File: src/verilog/csg_pkg.sv
// csg_pkg: register map, field layout, reset values and counts for the clock generator
// assumes 8-bit register data and one 100 MHz system clock
package csg_pkg;
  // register offsets (byte addresses on the register port)
  localparam logic [7:0] OFF_OSCILLATOR_CONTROL_REGISTER   = 8'h00;
  localparam logic [7:0] OFF_OSCILLATOR_STATUS_REGISTER = 8'h01;
  localparam logic [7:0] OFF_XOSC_CTRL  = 8'h02;
  localparam logic [7:0] OFF_FAIL_DET   = 8'h03;
  localparam logic [7:0] OFF_PLL_CTRL   = 8'h05;
  localparam logic [7:0] OFF_CHG_PROT   = 8'h34;
  localparam logic [7:0] OFF_SYS_SEL    = 8'h40;
  localparam logic [7:0] OFF_PRESCALE   = 8'h41;
  localparam logic [7:0] OFF_LOCK       = 8'h42;
  localparam logic [7:0] OFF_HOST_STAT  = 8'hf0;
  // oscillator bit positions in control and status
  localparam int B_RC2M  = 0;
  localparam int B_RC32K = 1;
  localparam int B_R32M  = 2;
  localparam int B_XOSC  = 3;
  localparam int B_PLL   = 4;
  // fail detector register bits
  localparam int B_FD_EN   = 0;
  localparam int B_FD_FLAG = 1;
  // pll control fields
  localparam int PLL_MULTIPLY_FACTOR_LSB = 0;
  localparam int PLL_REFERENCE_SELECT_LSB = 6;
  localparam logic [4:0] PLL_MULTIPLY_FACTOR_MIN = 5'h01;
  localparam logic [4:0] PLL_MULTIPLY_FACTOR_MAX = 5'h1f;
  // reset values
  localparam logic [4:0] RST_OSCILLATOR_CONTROL_REGISTER = 5'h01;
  localparam logic [4:0] RST_PLL_MULTIPLY_FACTOR  = 5'h01;
  localparam logic [3:0] RST_PSA      = 4'h0;
  localparam logic [1:0] RST_PBC      = 2'h0;
  localparam logic [3:0] PSA_MAX_CODE = 4'h9;
  // protection and timing counts
  localparam logic [7:0] CCP_SIGNATURE   = 8'hd8;
  localparam logic [2:0] CCP_OPEN_CYC    = 3'h4;
  localparam logic [2:0] INT_BLOCK_CPU   = 3'h4;
  localparam logic [6:0] PLL_LOCK_REFS   = 7'h40;
  localparam logic [1:0] FD_MISS_LIMIT   = 2'h2;
  // system clock sources
  typedef enum logic [2:0] {
    CSG_SRC_RC2M  = 3'b000,
    CSG_SRC_RC32K = 3'b001,
    CSG_SRC_R32M  = 3'b010,
    CSG_SRC_XOSC  = 3'b011,
    CSG_SRC_PLL   = 3'b100
  } csg_sys_src_t;
  // pll reference inputs
  typedef enum logic [1:0] {
    CSG_REF_RC2M  = 2'b00,
    CSG_REF_R32M4 = 2'b01,
    CSG_REF_XTAL  = 2'b10,
    CSG_REF_EXTCK = 2'b11
  } csg_pll_ref_t;
  // sleep modes
  typedef enum logic [2:0] {
    CSG_SLP_ACTIVE  = 3'b000,
    CSG_SLP_IDLE    = 3'b001,
    CSG_SLP_PWRDOWN = 3'b010,
    CSG_SLP_PWRSAVE = 3'b011,
    CSG_SLP_STANDBY = 3'b100,
    CSG_SLP_EXTSTBY = 3'b101
  } csg_sleep_t;
endpackage
File: src/verilog/csg_if.sv
// csg_if: register port and clock enables between clock generator and the cpu side
// assumes both ends run on the same system clock
`timescale 1ns/1ps
interface csg_if;
  logic [7:0] addr;    // register address
  logic [7:0] wdata;   // write data
  logic       wr;      // write strobe
  logic       rd;      // read strobe
  logic [7:0] rdata;   // read data, cycle after rd
  logic       nmi;     // one-cycle failure interrupt
  logic       ce_4x;   // tick at up to four times cpu rate
  logic       ce_2x;   // tick at up to two times cpu rate
  logic       ce_cpu;  // cpu tick
  modport dev  (input addr, wdata, wr, rd, output rdata, nmi, ce_4x, ce_2x, ce_cpu);
  modport host (output addr, wdata, wr, rd, input rdata, nmi, ce_4x, ce_2x, ce_cpu);
endinterface

File: src/verilog/csg_clk_gen.sv
// csg_clk_gen: clock generator control, pll sequencing, prescalers, protection, lock, fail detect
// assumes oscillator ticks and stable levels come from analog cells, synchronous to i_clk_sys
//
// Overview of operation
// - pll multiplies reference by 1 to 31
// - pll reference: rc2m, r32m/4, crystal, external clock
// - crystal refused as reference in watch mode
// - software programs pll, enables, polls ready
// - pll ready after 64 reference cycles
// - pll config writes ignored while enabled
// - software keeps pll input/output frequency limits
// - mux picks source; prescaler a 1..512
// - prescalers b,c divide up to four combined
// - reset: rc2m, all prescalers undivided
// - prescaler changes take effect glitch free
// - switch to unstable source rejected
// - signature 0xd8 opens protected write, masks interrupts
// - one protected update per signature
// - lock bit freezes source select and prescalers until reset or failure
// - detected failure releases the lock
// - powerdown/powersave stop oscillators, rtc source excepted in powersave
// - idle/standby keep oscillators running
// - failing system source falls back, nmi
// - failing non-system source disabled, nmi
// - ulp monitor declares failure below 32 khz
// - fail detector off at reset, sticky enable
// - per-oscillator enable and ready flag
//
// Design decisions made here: strobed register access and the register offsets.
`timescale 1ns/1ps
module csg_clk_gen (
  // clock, reset, enable
  input  wire logic              i_clk_sys,
  input  wire logic              i_reset_n,
  input  wire logic              i_clk_en,
  // cpu-side register port and clock enables
  csg_if.dev                     bus,
  // analog oscillator side
  input  wire logic [3:0]        i_osc_tick,
  input  wire logic [3:0]        i_osc_stable,
  input  wire logic              i_pll_tick,
  input  wire logic              i_ulp_tick,
  output logic      [4:0]        o_osc_run,
  output logic      [4:0]        o_pll_factor,
  // power management
  input  wire csg_pkg::csg_sleep_t i_sleep_mode,
  input  wire logic              i_rtc_en
);
  import csg_pkg::*;

  logic [4:0]   osc_en_r;
  logic [4:0]   osc_rdy;
  logic         watch_mode_r;
  logic         fd_en_r;
  logic         fd_flag_r;
  logic [4:0]   pll_multiply_factor_r;
  csg_pll_ref_t pll_ref_r;
  logic [6:0]   pll_cnt_r;
  logic [1:0]   r32m_div_r;
  logic         ref_tick;
  csg_sys_src_t sys_sel_r;
  logic [3:0]   psa_req_r;
  logic [3:0]   psa_act_r;
  logic [1:0]   pbc_req_r;
  logic [1:0]   pbc_act_r;
  logic [8:0]   pa_cnt_r;
  logic [1:0]   bc_cnt_r;
  logic         lock_r;
  logic [2:0]   ccp_cnt_r;
  logic [1:0]   fd_miss_r;
  logic         fd_seen_r;
  logic         fail_evt;
  logic         stop_all;
  logic         sys_tick;
  logic         wr_prot;
  logic         wr_en;

  // helper: is the write aimed at this offset
  function automatic logic hit(input logic [7:0] a, input logic [7:0] off);
    hit = (a == off);
  endfunction

  // prescaler a divide count minus one from its power-of-two code
  function automatic logic [8:0] psa_last(input logic [3:0] code);
    psa_last = 9'((10'h001 << code) - 10'h001);
  endfunction

  assign wr_en    = bus.wr && i_clk_en;
  assign wr_prot  = wr_en && (ccp_cnt_r != 3'h0);
  assign stop_all = (i_sleep_mode == CSG_SLP_PWRDOWN) ||
                    (i_sleep_mode == CSG_SLP_PWRSAVE);
  assign fail_evt = fd_en_r && osc_en_r[B_XOSC] && (fd_miss_r == FD_MISS_LIMIT);

  // ready flags: oscillator enabled, running and reported stable
  always_comb begin
    osc_rdy        = osc_en_r & {1'b0, i_osc_stable} & {5{~stop_all}};
    osc_rdy[B_PLL] = osc_en_r[B_PLL] && (pll_cnt_r == PLL_LOCK_REFS);
  end

  // pll reference tick; r32m is divided by four before it reaches the pll
  always_comb begin
    case (pll_ref_r)
      CSG_REF_RC2M:  ref_tick = i_osc_tick[B_RC2M];
      CSG_REF_R32M4: ref_tick = i_osc_tick[B_R32M] && (r32m_div_r == 2'h3);
      CSG_REF_XTAL:  ref_tick = i_osc_tick[B_XOSC];
      CSG_REF_EXTCK: ref_tick = i_osc_tick[B_XOSC];
      default:       ref_tick = 1'b0;
    endcase
  end

  // system clock mux
  always_comb begin
    case (sys_sel_r)
      CSG_SRC_RC2M:  sys_tick = i_osc_tick[B_RC2M];
      CSG_SRC_RC32K: sys_tick = i_osc_tick[B_RC32K];
      CSG_SRC_R32M:  sys_tick = i_osc_tick[B_R32M];
      CSG_SRC_XOSC:  sys_tick = i_osc_tick[B_XOSC];
      CSG_SRC_PLL:   sys_tick = i_pll_tick;
      default:       sys_tick = 1'b0;
    endcase
    sys_tick = sys_tick && !stop_all;
  end

  // signature window: opens for a few cycles, closed by the first protected write
  always_ff @(posedge i_clk_sys) begin
    if (!i_reset_n) begin
      ccp_cnt_r <= 3'h0;
    end else if (i_clk_en) begin
      if (wr_en && hit(bus.addr, OFF_CHG_PROT) && bus.wdata == CCP_SIGNATURE) begin
        ccp_cnt_r <= CCP_OPEN_CYC;
      end else if (wr_prot && (hit(bus.addr, OFF_SYS_SEL) || hit(bus.addr, OFF_PRESCALE) ||
                   hit(bus.addr, OFF_LOCK) || hit(bus.addr, OFF_FAIL_DET))) begin
        ccp_cnt_r <= 3'h0;
      end else if (ccp_cnt_r != 3'h0) begin
        ccp_cnt_r <= ccp_cnt_r - 3'h1;
      end
    end
  end

  // oscillator enables and crystal mode; failure forces rc2m on and the crystal off
  always_ff @(posedge i_clk_sys) begin
    if (!i_reset_n) begin
      osc_en_r     <= RST_OSCILLATOR_CONTROL_REGISTER;
      watch_mode_r <= 1'b0;
    end else if (i_clk_en) begin
      if (wr_en && hit(bus.addr, OFF_OSCILLATOR_CONTROL_REGISTER)) begin
        osc_en_r <= bus.wdata[4:0];
        if (sys_sel_r != CSG_SRC_RC2M || bus.wdata[B_RC2M]) begin
          osc_en_r[B_RC2M] <= bus.wdata[B_RC2M];
        end else begin
          osc_en_r[B_RC2M] <= 1'b1;                                      // running source stays on
        end
      end
      if (wr_en && hit(bus.addr, OFF_XOSC_CTRL) && !osc_en_r[B_XOSC]) begin
        watch_mode_r <= bus.wdata[0];
      end
      if (fail_evt) begin
        osc_en_r[B_XOSC] <= 1'b0;
        osc_en_r[B_RC2M] <= 1'b1;
      end
    end
  end

  // pll configuration, only while the pll is off
  always_ff @(posedge i_clk_sys) begin
    if (!i_reset_n) begin
      pll_multiply_factor_r <= RST_PLL_MULTIPLY_FACTOR;
      pll_ref_r <= CSG_REF_RC2M;
    end else if (i_clk_en && wr_en && hit(bus.addr, OFF_PLL_CTRL) && !osc_en_r[B_PLL]) begin
      if (bus.wdata[4:0] >= PLL_MULTIPLY_FACTOR_MIN && bus.wdata[4:0] <= PLL_MULTIPLY_FACTOR_MAX) begin
        pll_multiply_factor_r <= bus.wdata[4:0];
      end
      if (!(watch_mode_r && bus.wdata[7] == 1'b1)) begin
        pll_ref_r <= csg_pll_ref_t'(bus.wdata[7:6]);
      end
    end
  end

  // pll stabilisation count in reference cycles
  always_ff @(posedge i_clk_sys) begin
    if (!i_reset_n) begin
      pll_cnt_r  <= 7'h00;
      r32m_div_r <= 2'h0;
    end else if (i_clk_en) begin
      if (i_osc_tick[B_R32M]) begin
        r32m_div_r <= r32m_div_r + 2'h1;
      end
      if (!osc_en_r[B_PLL] || stop_all || (watch_mode_r && pll_ref_r[1])) begin
        pll_cnt_r <= 7'h00;
      end else if (ref_tick && pll_cnt_r != PLL_LOCK_REFS) begin
        pll_cnt_r <= pll_cnt_r + 7'h01;
      end
    end
  end

  // system source select, lock and fail detector enable; failure takes priority
  always_ff @(posedge i_clk_sys) begin
    if (!i_reset_n) begin
      sys_sel_r <= CSG_SRC_RC2M;
      lock_r    <= 1'b0;
      fd_en_r   <= 1'b0;
      psa_req_r <= RST_PSA;
      pbc_req_r <= RST_PBC;
    end else if (i_clk_en) begin
      if (wr_prot && !lock_r && hit(bus.addr, OFF_SYS_SEL) && bus.wdata[2:0] <= 3'h4 &&
          osc_rdy[bus.wdata[2:0]]) begin
        sys_sel_r <= csg_sys_src_t'(bus.wdata[2:0]);
      end
      if (wr_prot && !lock_r && hit(bus.addr, OFF_PRESCALE)) begin
        psa_req_r <= (bus.wdata[5:2] > PSA_MAX_CODE) ? PSA_MAX_CODE : bus.wdata[5:2];
        pbc_req_r <= bus.wdata[1:0];
      end
      if (wr_prot && hit(bus.addr, OFF_LOCK) && bus.wdata[0]) begin
        lock_r <= 1'b1;
      end
      if (wr_prot && hit(bus.addr, OFF_FAIL_DET) && bus.wdata[B_FD_EN]) begin
        fd_en_r <= 1'b1;
      end
      if (fail_evt) begin
        lock_r <= 1'b0;
        if (sys_sel_r == CSG_SRC_XOSC) begin
          sys_sel_r <= CSG_SRC_RC2M;
        end
      end
    end
  end

  // failure monitor: no crystal edge over two ulp periods means below 32 khz
  always_ff @(posedge i_clk_sys) begin
    if (!i_reset_n) begin
      fd_miss_r <= 2'h0;
      fd_seen_r <= 1'b0;
      fd_flag_r <= 1'b0;
    end else if (i_clk_en) begin
      if (!fd_en_r || !osc_en_r[B_XOSC] || fail_evt) begin
        fd_miss_r <= 2'h0;
        fd_seen_r <= 1'b0;
      end else if (i_ulp_tick) begin
        fd_miss_r <= fd_seen_r ? 2'h0 : fd_miss_r + 2'h1;
        fd_seen_r <= i_osc_tick[B_XOSC];
      end else if (i_osc_tick[B_XOSC]) begin
        fd_seen_r <= 1'b1;
      end
      // set wins over a write-one clear in the same cycle
      if (fail_evt) begin
        fd_flag_r <= 1'b1;
      end else if (wr_en && hit(bus.addr, OFF_FAIL_DET) && bus.wdata[B_FD_FLAG]) begin
        fd_flag_r <= 1'b0;
      end
    end
  end

  // prescalers: new settings are only taken at the end of a whole output period
  always_ff @(posedge i_clk_sys) begin
    if (!i_reset_n) begin
      psa_act_r  <= RST_PSA;
      pbc_act_r  <= RST_PBC;
      pa_cnt_r   <= 9'h000;
      bc_cnt_r   <= 2'h0;
      bus.ce_4x  <= 1'b0;
      bus.ce_2x  <= 1'b0;
      bus.ce_cpu <= 1'b0;
    end else if (i_clk_en) begin
      bus.ce_4x  <= 1'b0;
      bus.ce_2x  <= 1'b0;
      bus.ce_cpu <= 1'b0;
      if (sys_tick) begin
        if (pa_cnt_r >= psa_last(psa_act_r)) begin
          pa_cnt_r  <= 9'h000;
          psa_act_r <= psa_req_r;
          bus.ce_4x <= 1'b1;
          bc_cnt_r  <= bc_cnt_r + 2'h1;
          // pbc: 00 1/1, 01 b1 c2, 10 b4 c1, 11 b2 c2
          case (pbc_act_r)
            2'h0: begin
              bus.ce_2x  <= 1'b1;
              bus.ce_cpu <= 1'b1;
            end
            2'h1: begin
              bus.ce_2x  <= 1'b1;
              bus.ce_cpu <= bc_cnt_r[0];
            end
            2'h2: begin
              bus.ce_2x  <= (bc_cnt_r == 2'h3);
              bus.ce_cpu <= (bc_cnt_r == 2'h3);
            end
            default: begin
              bus.ce_2x  <= bc_cnt_r[0];
              bus.ce_cpu <= (bc_cnt_r == 2'h3);
            end
          endcase
          if (bc_cnt_r == 2'h3) begin
            pbc_act_r <= pbc_req_r;
          end
        end else begin
          pa_cnt_r <= pa_cnt_r + 9'h001;
        end
      end
    end
  end

  // register read, nmi pulse and analog run enables
  always_ff @(posedge i_clk_sys) begin
    if (!i_reset_n) begin
      bus.rdata    <= 8'h00;
      bus.nmi      <= 1'b0;
      o_osc_run    <= 5'h00;
      o_pll_factor <= RST_PLL_MULTIPLY_FACTOR;
    end else if (i_clk_en) begin
      bus.nmi      <= fail_evt;
      o_pll_factor <= pll_multiply_factor_r;
      o_osc_run    <= osc_en_r;
      if (stop_all) begin
        o_osc_run <= 5'h00;
        o_osc_run[B_RC32K] <= osc_en_r[B_RC32K] && i_rtc_en &&
                              (i_sleep_mode == CSG_SLP_PWRSAVE);
      end
      bus.rdata <= 8'h00;
      if (bus.rd) begin
        case (bus.addr)
          OFF_OSCILLATOR_CONTROL_REGISTER:   bus.rdata <= {3'h0, osc_en_r};
          OFF_OSCILLATOR_STATUS_REGISTER: bus.rdata <= {3'h0, osc_rdy};
          OFF_XOSC_CTRL:  bus.rdata <= {7'h00, watch_mode_r};
          OFF_FAIL_DET:   bus.rdata <= {6'h00, fd_flag_r, fd_en_r};
          OFF_PLL_CTRL:   bus.rdata <= {pll_ref_r, 1'b0, pll_multiply_factor_r};
          OFF_SYS_SEL:    bus.rdata <= {5'h00, sys_sel_r};
          OFF_PRESCALE:   bus.rdata <= {2'h0, psa_req_r, pbc_req_r};
          OFF_LOCK:       bus.rdata <= {7'h00, lock_r};
          default:        bus.rdata <= 8'h00;
        endcase
      end
    end
  end
endmodule

File: src/flat_wrapper.sv
// flat-port wrapper written by rule: the top's interface ports become plain ports
module csg_clk_gen_flat import csg_pkg::*;
  (i_clk_sys, i_reset_n, i_clk_en, i_osc_tick, i_osc_stable, i_pll_tick, i_ulp_tick, o_osc_run, o_pll_factor, i_sleep_mode, i_rtc_en, bus_addr, bus_wdata, bus_wr, bus_rd, bus_rdata, bus_nmi, bus_ce_4x, bus_ce_2x, bus_ce_cpu);
  csg_if bus_i ();
  input  wire logic i_clk_sys;
  input  wire logic i_reset_n;
  input  wire logic i_clk_en;
  input  wire logic [3:0] i_osc_tick;
  input  wire logic [3:0] i_osc_stable;
  input  wire logic i_pll_tick;
  input  wire logic i_ulp_tick;
  output logic      [4:0] o_osc_run;
  output logic      [4:0] o_pll_factor;
  input  wire csg_pkg::csg_sleep_t i_sleep_mode;
  input  wire logic i_rtc_en;
  input wire logic [$bits(bus_i.addr)-1:0] bus_addr;
  input wire logic [$bits(bus_i.wdata)-1:0] bus_wdata;
  input wire logic [$bits(bus_i.wr)-1:0] bus_wr;
  input wire logic [$bits(bus_i.rd)-1:0] bus_rd;
  output wire logic [$bits(bus_i.rdata)-1:0] bus_rdata;
  output wire logic [$bits(bus_i.nmi)-1:0] bus_nmi;
  output wire logic [$bits(bus_i.ce_4x)-1:0] bus_ce_4x;
  output wire logic [$bits(bus_i.ce_2x)-1:0] bus_ce_2x;
  output wire logic [$bits(bus_i.ce_cpu)-1:0] bus_ce_cpu;
  assign bus_i.addr = bus_addr;
  assign bus_i.wdata = bus_wdata;
  assign bus_i.wr = bus_wr;
  assign bus_i.rd = bus_rd;
  assign bus_rdata = bus_i.rdata;
  assign bus_nmi = bus_i.nmi;
  assign bus_ce_4x = bus_i.ce_4x;
  assign bus_ce_2x = bus_i.ce_2x;
  assign bus_ce_cpu = bus_i.ce_cpu;
  csg_clk_gen u_core (.i_clk_sys(i_clk_sys), .i_reset_n(i_reset_n), .i_clk_en(i_clk_en), .bus(bus_i), .i_osc_tick(i_osc_tick), .i_osc_stable(i_osc_stable), .i_pll_tick(i_pll_tick), .i_ulp_tick(i_ulp_tick), .o_osc_run(o_osc_run), .o_pll_factor(o_pll_factor), .i_sleep_mode(i_sleep_mode), .i_rtc_en(i_rtc_en));
endmodule
File: config.mk
export PLATFORM = sky130hd
export DESIGN_NAME = csg_clk_gen_flat
export DESIGN_NICKNAME = d
export VERILOG_FILES = /design/src/verilog/csg_pkg.sv /design/src/verilog/csg_if.sv /design/src/verilog/csg_clk_gen.sv /design/src/flat_wrapper.sv
export SDC_FILE = /design/constraint.sdc
export NUM_CORES = 1
export LEC_CHECK = 0
export BUFFER_PORTS_ARGS = -buffer_cell sky130_fd_sc_hd__buf_2
export CAP_MARGIN = 10
export CORE_MARGIN = 1.5
export CORE_UTILIZATION = 50
export CTS_CLUSTER_DIAMETER = 60
export DETAILED_ROUTE_END_ITERATION = 16
export HOLD_SLACK_MARGIN = 0.1
export PLACE_DENSITY_LB_ADDON = 0.25
export RECOVER_POWER = 100
export SLEW_MARGIN = 20
export SYNTH_ARGS = -nofsm -noshare
export SYNTH_HDL_FRONTEND = slang
export SYNTH_SLANG_ARGS = --single-unit
File: constraint.sdc
create_clock -name i_clk_sys -period 3.3 [get_ports i_clk_sys]
set_input_delay 0.165 -clock i_clk_sys [delete_from_list [all_inputs] [get_ports i_clk_sys]]
set_output_delay 0.165 -clock i_clk_sys [all_outputs]
set_load 0.02 [all_outputs]
==> results.md <==
* Buffer count from post-CTS setup fixing at 0
* Netlist area before placement at 4220 um2
* Largest buffer count on any clock path at 2
* Hold Slack at 0.115 ns
* Final worst path period share at 0.923
* Max-capacitance violation count at 1
* Power per Cell Area at 416 nW/um2
* CTS root buffer: sky130_fd_sc_hd__clkbuf_8
* Worst clock skew on the final layout at 0.0216 ns
* Register bit total from synthesis at 79
* Placeable core area at 8180 um2
* I/O Pins at 57
* Chip width at 94.8 um
* Routed vias/inst at 5.84
* EDFF count, synth at 0
* Instance count on the critical path at 13
* Antenna violations before repair at 0
* Crit-path leading delay family: compound AO/OA/AOI/OAI gates
* 1st-iter DRT viols at 282
* Clock Sink Count at 79
* Number of instances in the synthesized netlist at 506
* Unrepaired setup endpoints after global routing: false
* Standby leakage power at 1.74 nW
* Pin slew with the least headroom to its limit at 1.50 ns
* Port-buffer cells at 56
* Flip-flop cell with the highest count after synthesis: sky130_fd_sc_hd__dfxtp_1
* Post-synthesis async set-or-reset flop share at 0
* CP max-delay cell: sky130_fd_sc_hd__dfxtp_1
* IR Drop Worst-Case VDD at 0.242 mV
* Number of cells on the worst reg-to-reg path at 13
* Cell Chain, Critical Path: nor3_2, nand2_1, ha_1, nor3_2, a21o_1, a32oi_1, ha_1, a21oi_1, o21ai_0, o21bai_1, a31oi_4, o21ai_2, a21oi_1
* Biggest cell delay along the critical path at 0.50 ns
* Wire length of the first global-routing pass at 17.5 mm
* Run status: finished with violations
* Global Route Usage Sum at 0.250
* H-tree depth at 3
* Count of standard-cell rows at 33
* Total detailed-routing wirelength at 10.8 mm
* Area added between synthesis and finish at 12.3%
* Die Height at 94.8 um
* Final-report max-slew violation count at 32
* Crit start category: flip-flop
* Number of buffers created by CTS at 9
* Worst-skew pair later-pin latency at 0.36 ns
* Highest fanout seen on the critical path at 9
* Setup crit end kind: flip-flop
* Sequential element share of the synthesized area at 0.375
* Grt ovf at 0
* Failing checks: max-capacitance violations, max-slew violations
* Max-slew headroom at the worst pin at -0.00205
* Drt first pass iters at 4
* Library cells used by synthesis at 63
* Remaining antenna violation count at 0
* # fillers at 792
* Area enclosed by the die boundary at 9000 um2
* Synth warn at 0
* Period minus WS final at 3.05 ns
* Routed length per instance at 16.3 um
* Total via count after detailed routing at 3,863
* Worst min-delay path class: input pin to flip-flop
* Via count of the first global-routing pass at 3,534
* Final HPWL from detailed placement at 7.91 mm
* Highest clock frequency the design can meet at 0.328 GHz
* Global placement routability congestion at 0.931
* Number of buffers and inverters on the critical path at 0
* Fraction of final layout cells sized beyond drive strength 1 at 0.126
* Cell Count Post-Placement at 644
* Clock tree from TritonCTS: done
* Sum of negative setup slack at 0 ns
* Antenna diode count at 0
* Final hold violation count at 0
* Final layout net count at 605
* Hold depth at 3
* WS Path Type: flip-flop to flip-flop
* Number of non-filler instances in the completed layout at 662
* Syn_nets at 559
* Overall power of the completed layout at 0.00197 W
* DR DRC count at 0
* Finished Cell Area at 4740 um2
* CP required at 3.57 ns
* Critical path arrival at 3.32 ns
* Clock-pin slew of the registers on the worst-case setup and hold paths at 0.09 ns
* Maximum number of pins on one net before global-route repair at 44
* Number of setup violations in the final report at 0
* Starting density of the core at 0.516
* Placed Instance Area at 4540 um2
* Average size of a mapped cell at 8.34 um2
==> tightest hold or removal path, stage by stage <==
cell                      delay [ns]
sky130_fd_sc_hd__buf_2          0.11
sky130_fd_sc_hd__mux2i_1        0.07
sky130_fd_sc_hd__nor2_1         0.08
==> per-stage QoR <==
stage / util / worst slack [ns]
floorplan: - / 0.320
global route: 0.579 / 0.0313
global placement: 0.556 / 0.240
finish: 0.579 / 0.252
detailed placement: 0.556 / 0.00383
CTS: 0.582 / 0.0666
==> power breakdown <==
group / switching, W / internal [W]
combinational: 0.000180 / 0.000102
clock: 0.000407 / 0.000290
sequential: 0.0000140 / 0.000977
==> area by class of cell <==
cell class,instances,area (um2),share of cell area
Clock buffer,9,124,0.0261
Multi-Input combinational cell,382,2470,0.522
Clock inverter,7,67.6,0.0143
Timing Repair Buffer,61,287,0.0605
Tap cell,105,131,0.0277
Inverter,19,71.3,0.0151
Sequential cell,79,1580,0.334
==> layout by cell type, fill, tap and decap left out, drive strengths merged, types with 7 or more instances in the layout <==
cell type   n
nand2      64
mux2i      27
nand3      19
dfxtp      79
xnor2      10
a21oi      32
clkbuf     35
nand4      13
nor3       13
and3        7
and2        7
inv        21
nor2       58
buf        33
ha         18
o21ai      16
==> sequential cells by signal (all words and copies together) (netlist names), 2 cells and up <==
name,flops
u_core.pa_cnt_r,9
u_core.o_osc_run,5
u_core.pll_multiply_factor_r,5
u_core.bus.rdata,8
u_core.psa_act_r,4
u_core.r32m_div_r,2
u_core.psa_req_r,4
u_core.ccp_cnt_r,3
u_core.pll_cnt_r,7
u_core.pbc_act_r,2
u_core.pbc_req_r,2
u_core.o_pll_factor,5
u_core.fd_miss_r,2
u_core.bc_cnt_r,2
u_core.sys_sel_r,3
u_core.osc_en_r,5
u_core.pll_ref_r,2
==> kinds of logic (layout without fill, tap and decap cells) <==
| kind of cell | count (synthesis) | after routing | synth area share |
|---|---|---|---|
| xor gates and xnor gates | 16 | 16 | 0.0332 |
| and+or+nand+nor | 216 | 216 | 0.258 |
| adders and majority gates | 18 | 18 | 0.0534 |
| muxes | 29 | 29 | 0.0694 |
| DFF | 79 | 79 | 0.375 |
| AOI/OAI and AO/OA | 103 | 103 | 0.168 |
| buffers and inverters | 45 | 96 | 0.0424 |
==> synthesized netlist by cell type (all sizes together) (3+ instances only) <==
library cell | number | area [um2]
buf | 3 | 21.3
nand2 | 64 | 243
or3 | 4 | 30.0
nor2 | 58 | 220
clkbuf | 23 | 86.3
a21oi | 32 | 168
nor3 | 13 | 87.6
a221oi | 4 | 35.0
nor2b | 5 | 31.3
o2bb2ai | 6 | 52.6
and2 | 7 | 43.8
and3 | 7 | 45.1
a32oi | 3 | 26.3
o21ai | 16 | 80.1
inv | 18 | 67.6
a31oi | 4 | 25.0
or4 | 6 | 52.6
nand4 | 13 | 81.3
o31ai | 3 | 22.5
xnor2 | 10 | 87.6
xor2 | 6 | 52.6
nand3 | 19 | 100
a21o | 4 | 30.0
ha | 18 | 225
dfxtp | 79 | 1580
a22oi | 5 | 42.5
a32o | 3 | 30.0
mux2i | 27 | 270
o2111ai | 4 | 35.0
nor4b | 3 | 26.3
nor4 | 5 | 46.3
nand2b | 6 | 37.5
==> path summary, 6_finish.rpt <==
check	start	end	slack (ns)
hold / removal	bus_wdata[5]	u_core.psa_req_r[3]$_SDFFE_PN0P_	0.12
hold reg to reg	u_core.o_osc_run[4]$_SDFFE_PN0P_	u_core.o_osc_run[4]$_SDFFE_PN0P_	0.47
setup / recovery	u_core.psa_act_r[3]$_SDFFE_PN0P_	u_core.pa_cnt_r[1]$_SDFFE_PN0P_	0.25
setup reg to reg	u_core.psa_act_r[3]$_SDFFE_PN0P_	u_core.pa_cnt_r[1]$_SDFFE_PN0P_	0.25
==> routing by layer <==
metal / track usage / up-vias / share of wire
met3: 0.0427 / 14 / 0.051
met2: 0.402 / 118 / 0.48
li1: - / 1903 / -
met5: 0 / - / 0
met4: 0.0697 / 0 / 0.017
met1: 0.344 / 1828 / 0.46
==> timing repair <==
item / in CTS / in global routing
endpoints found under the hold margin: 2 / 0
gates resized for setup: 1 / 6
endpoints found under the setup margin: 1 / 20
hold buffers: 2 / 0
pin swaps: 0 / 2
Power figures use the tool's default switching activity.
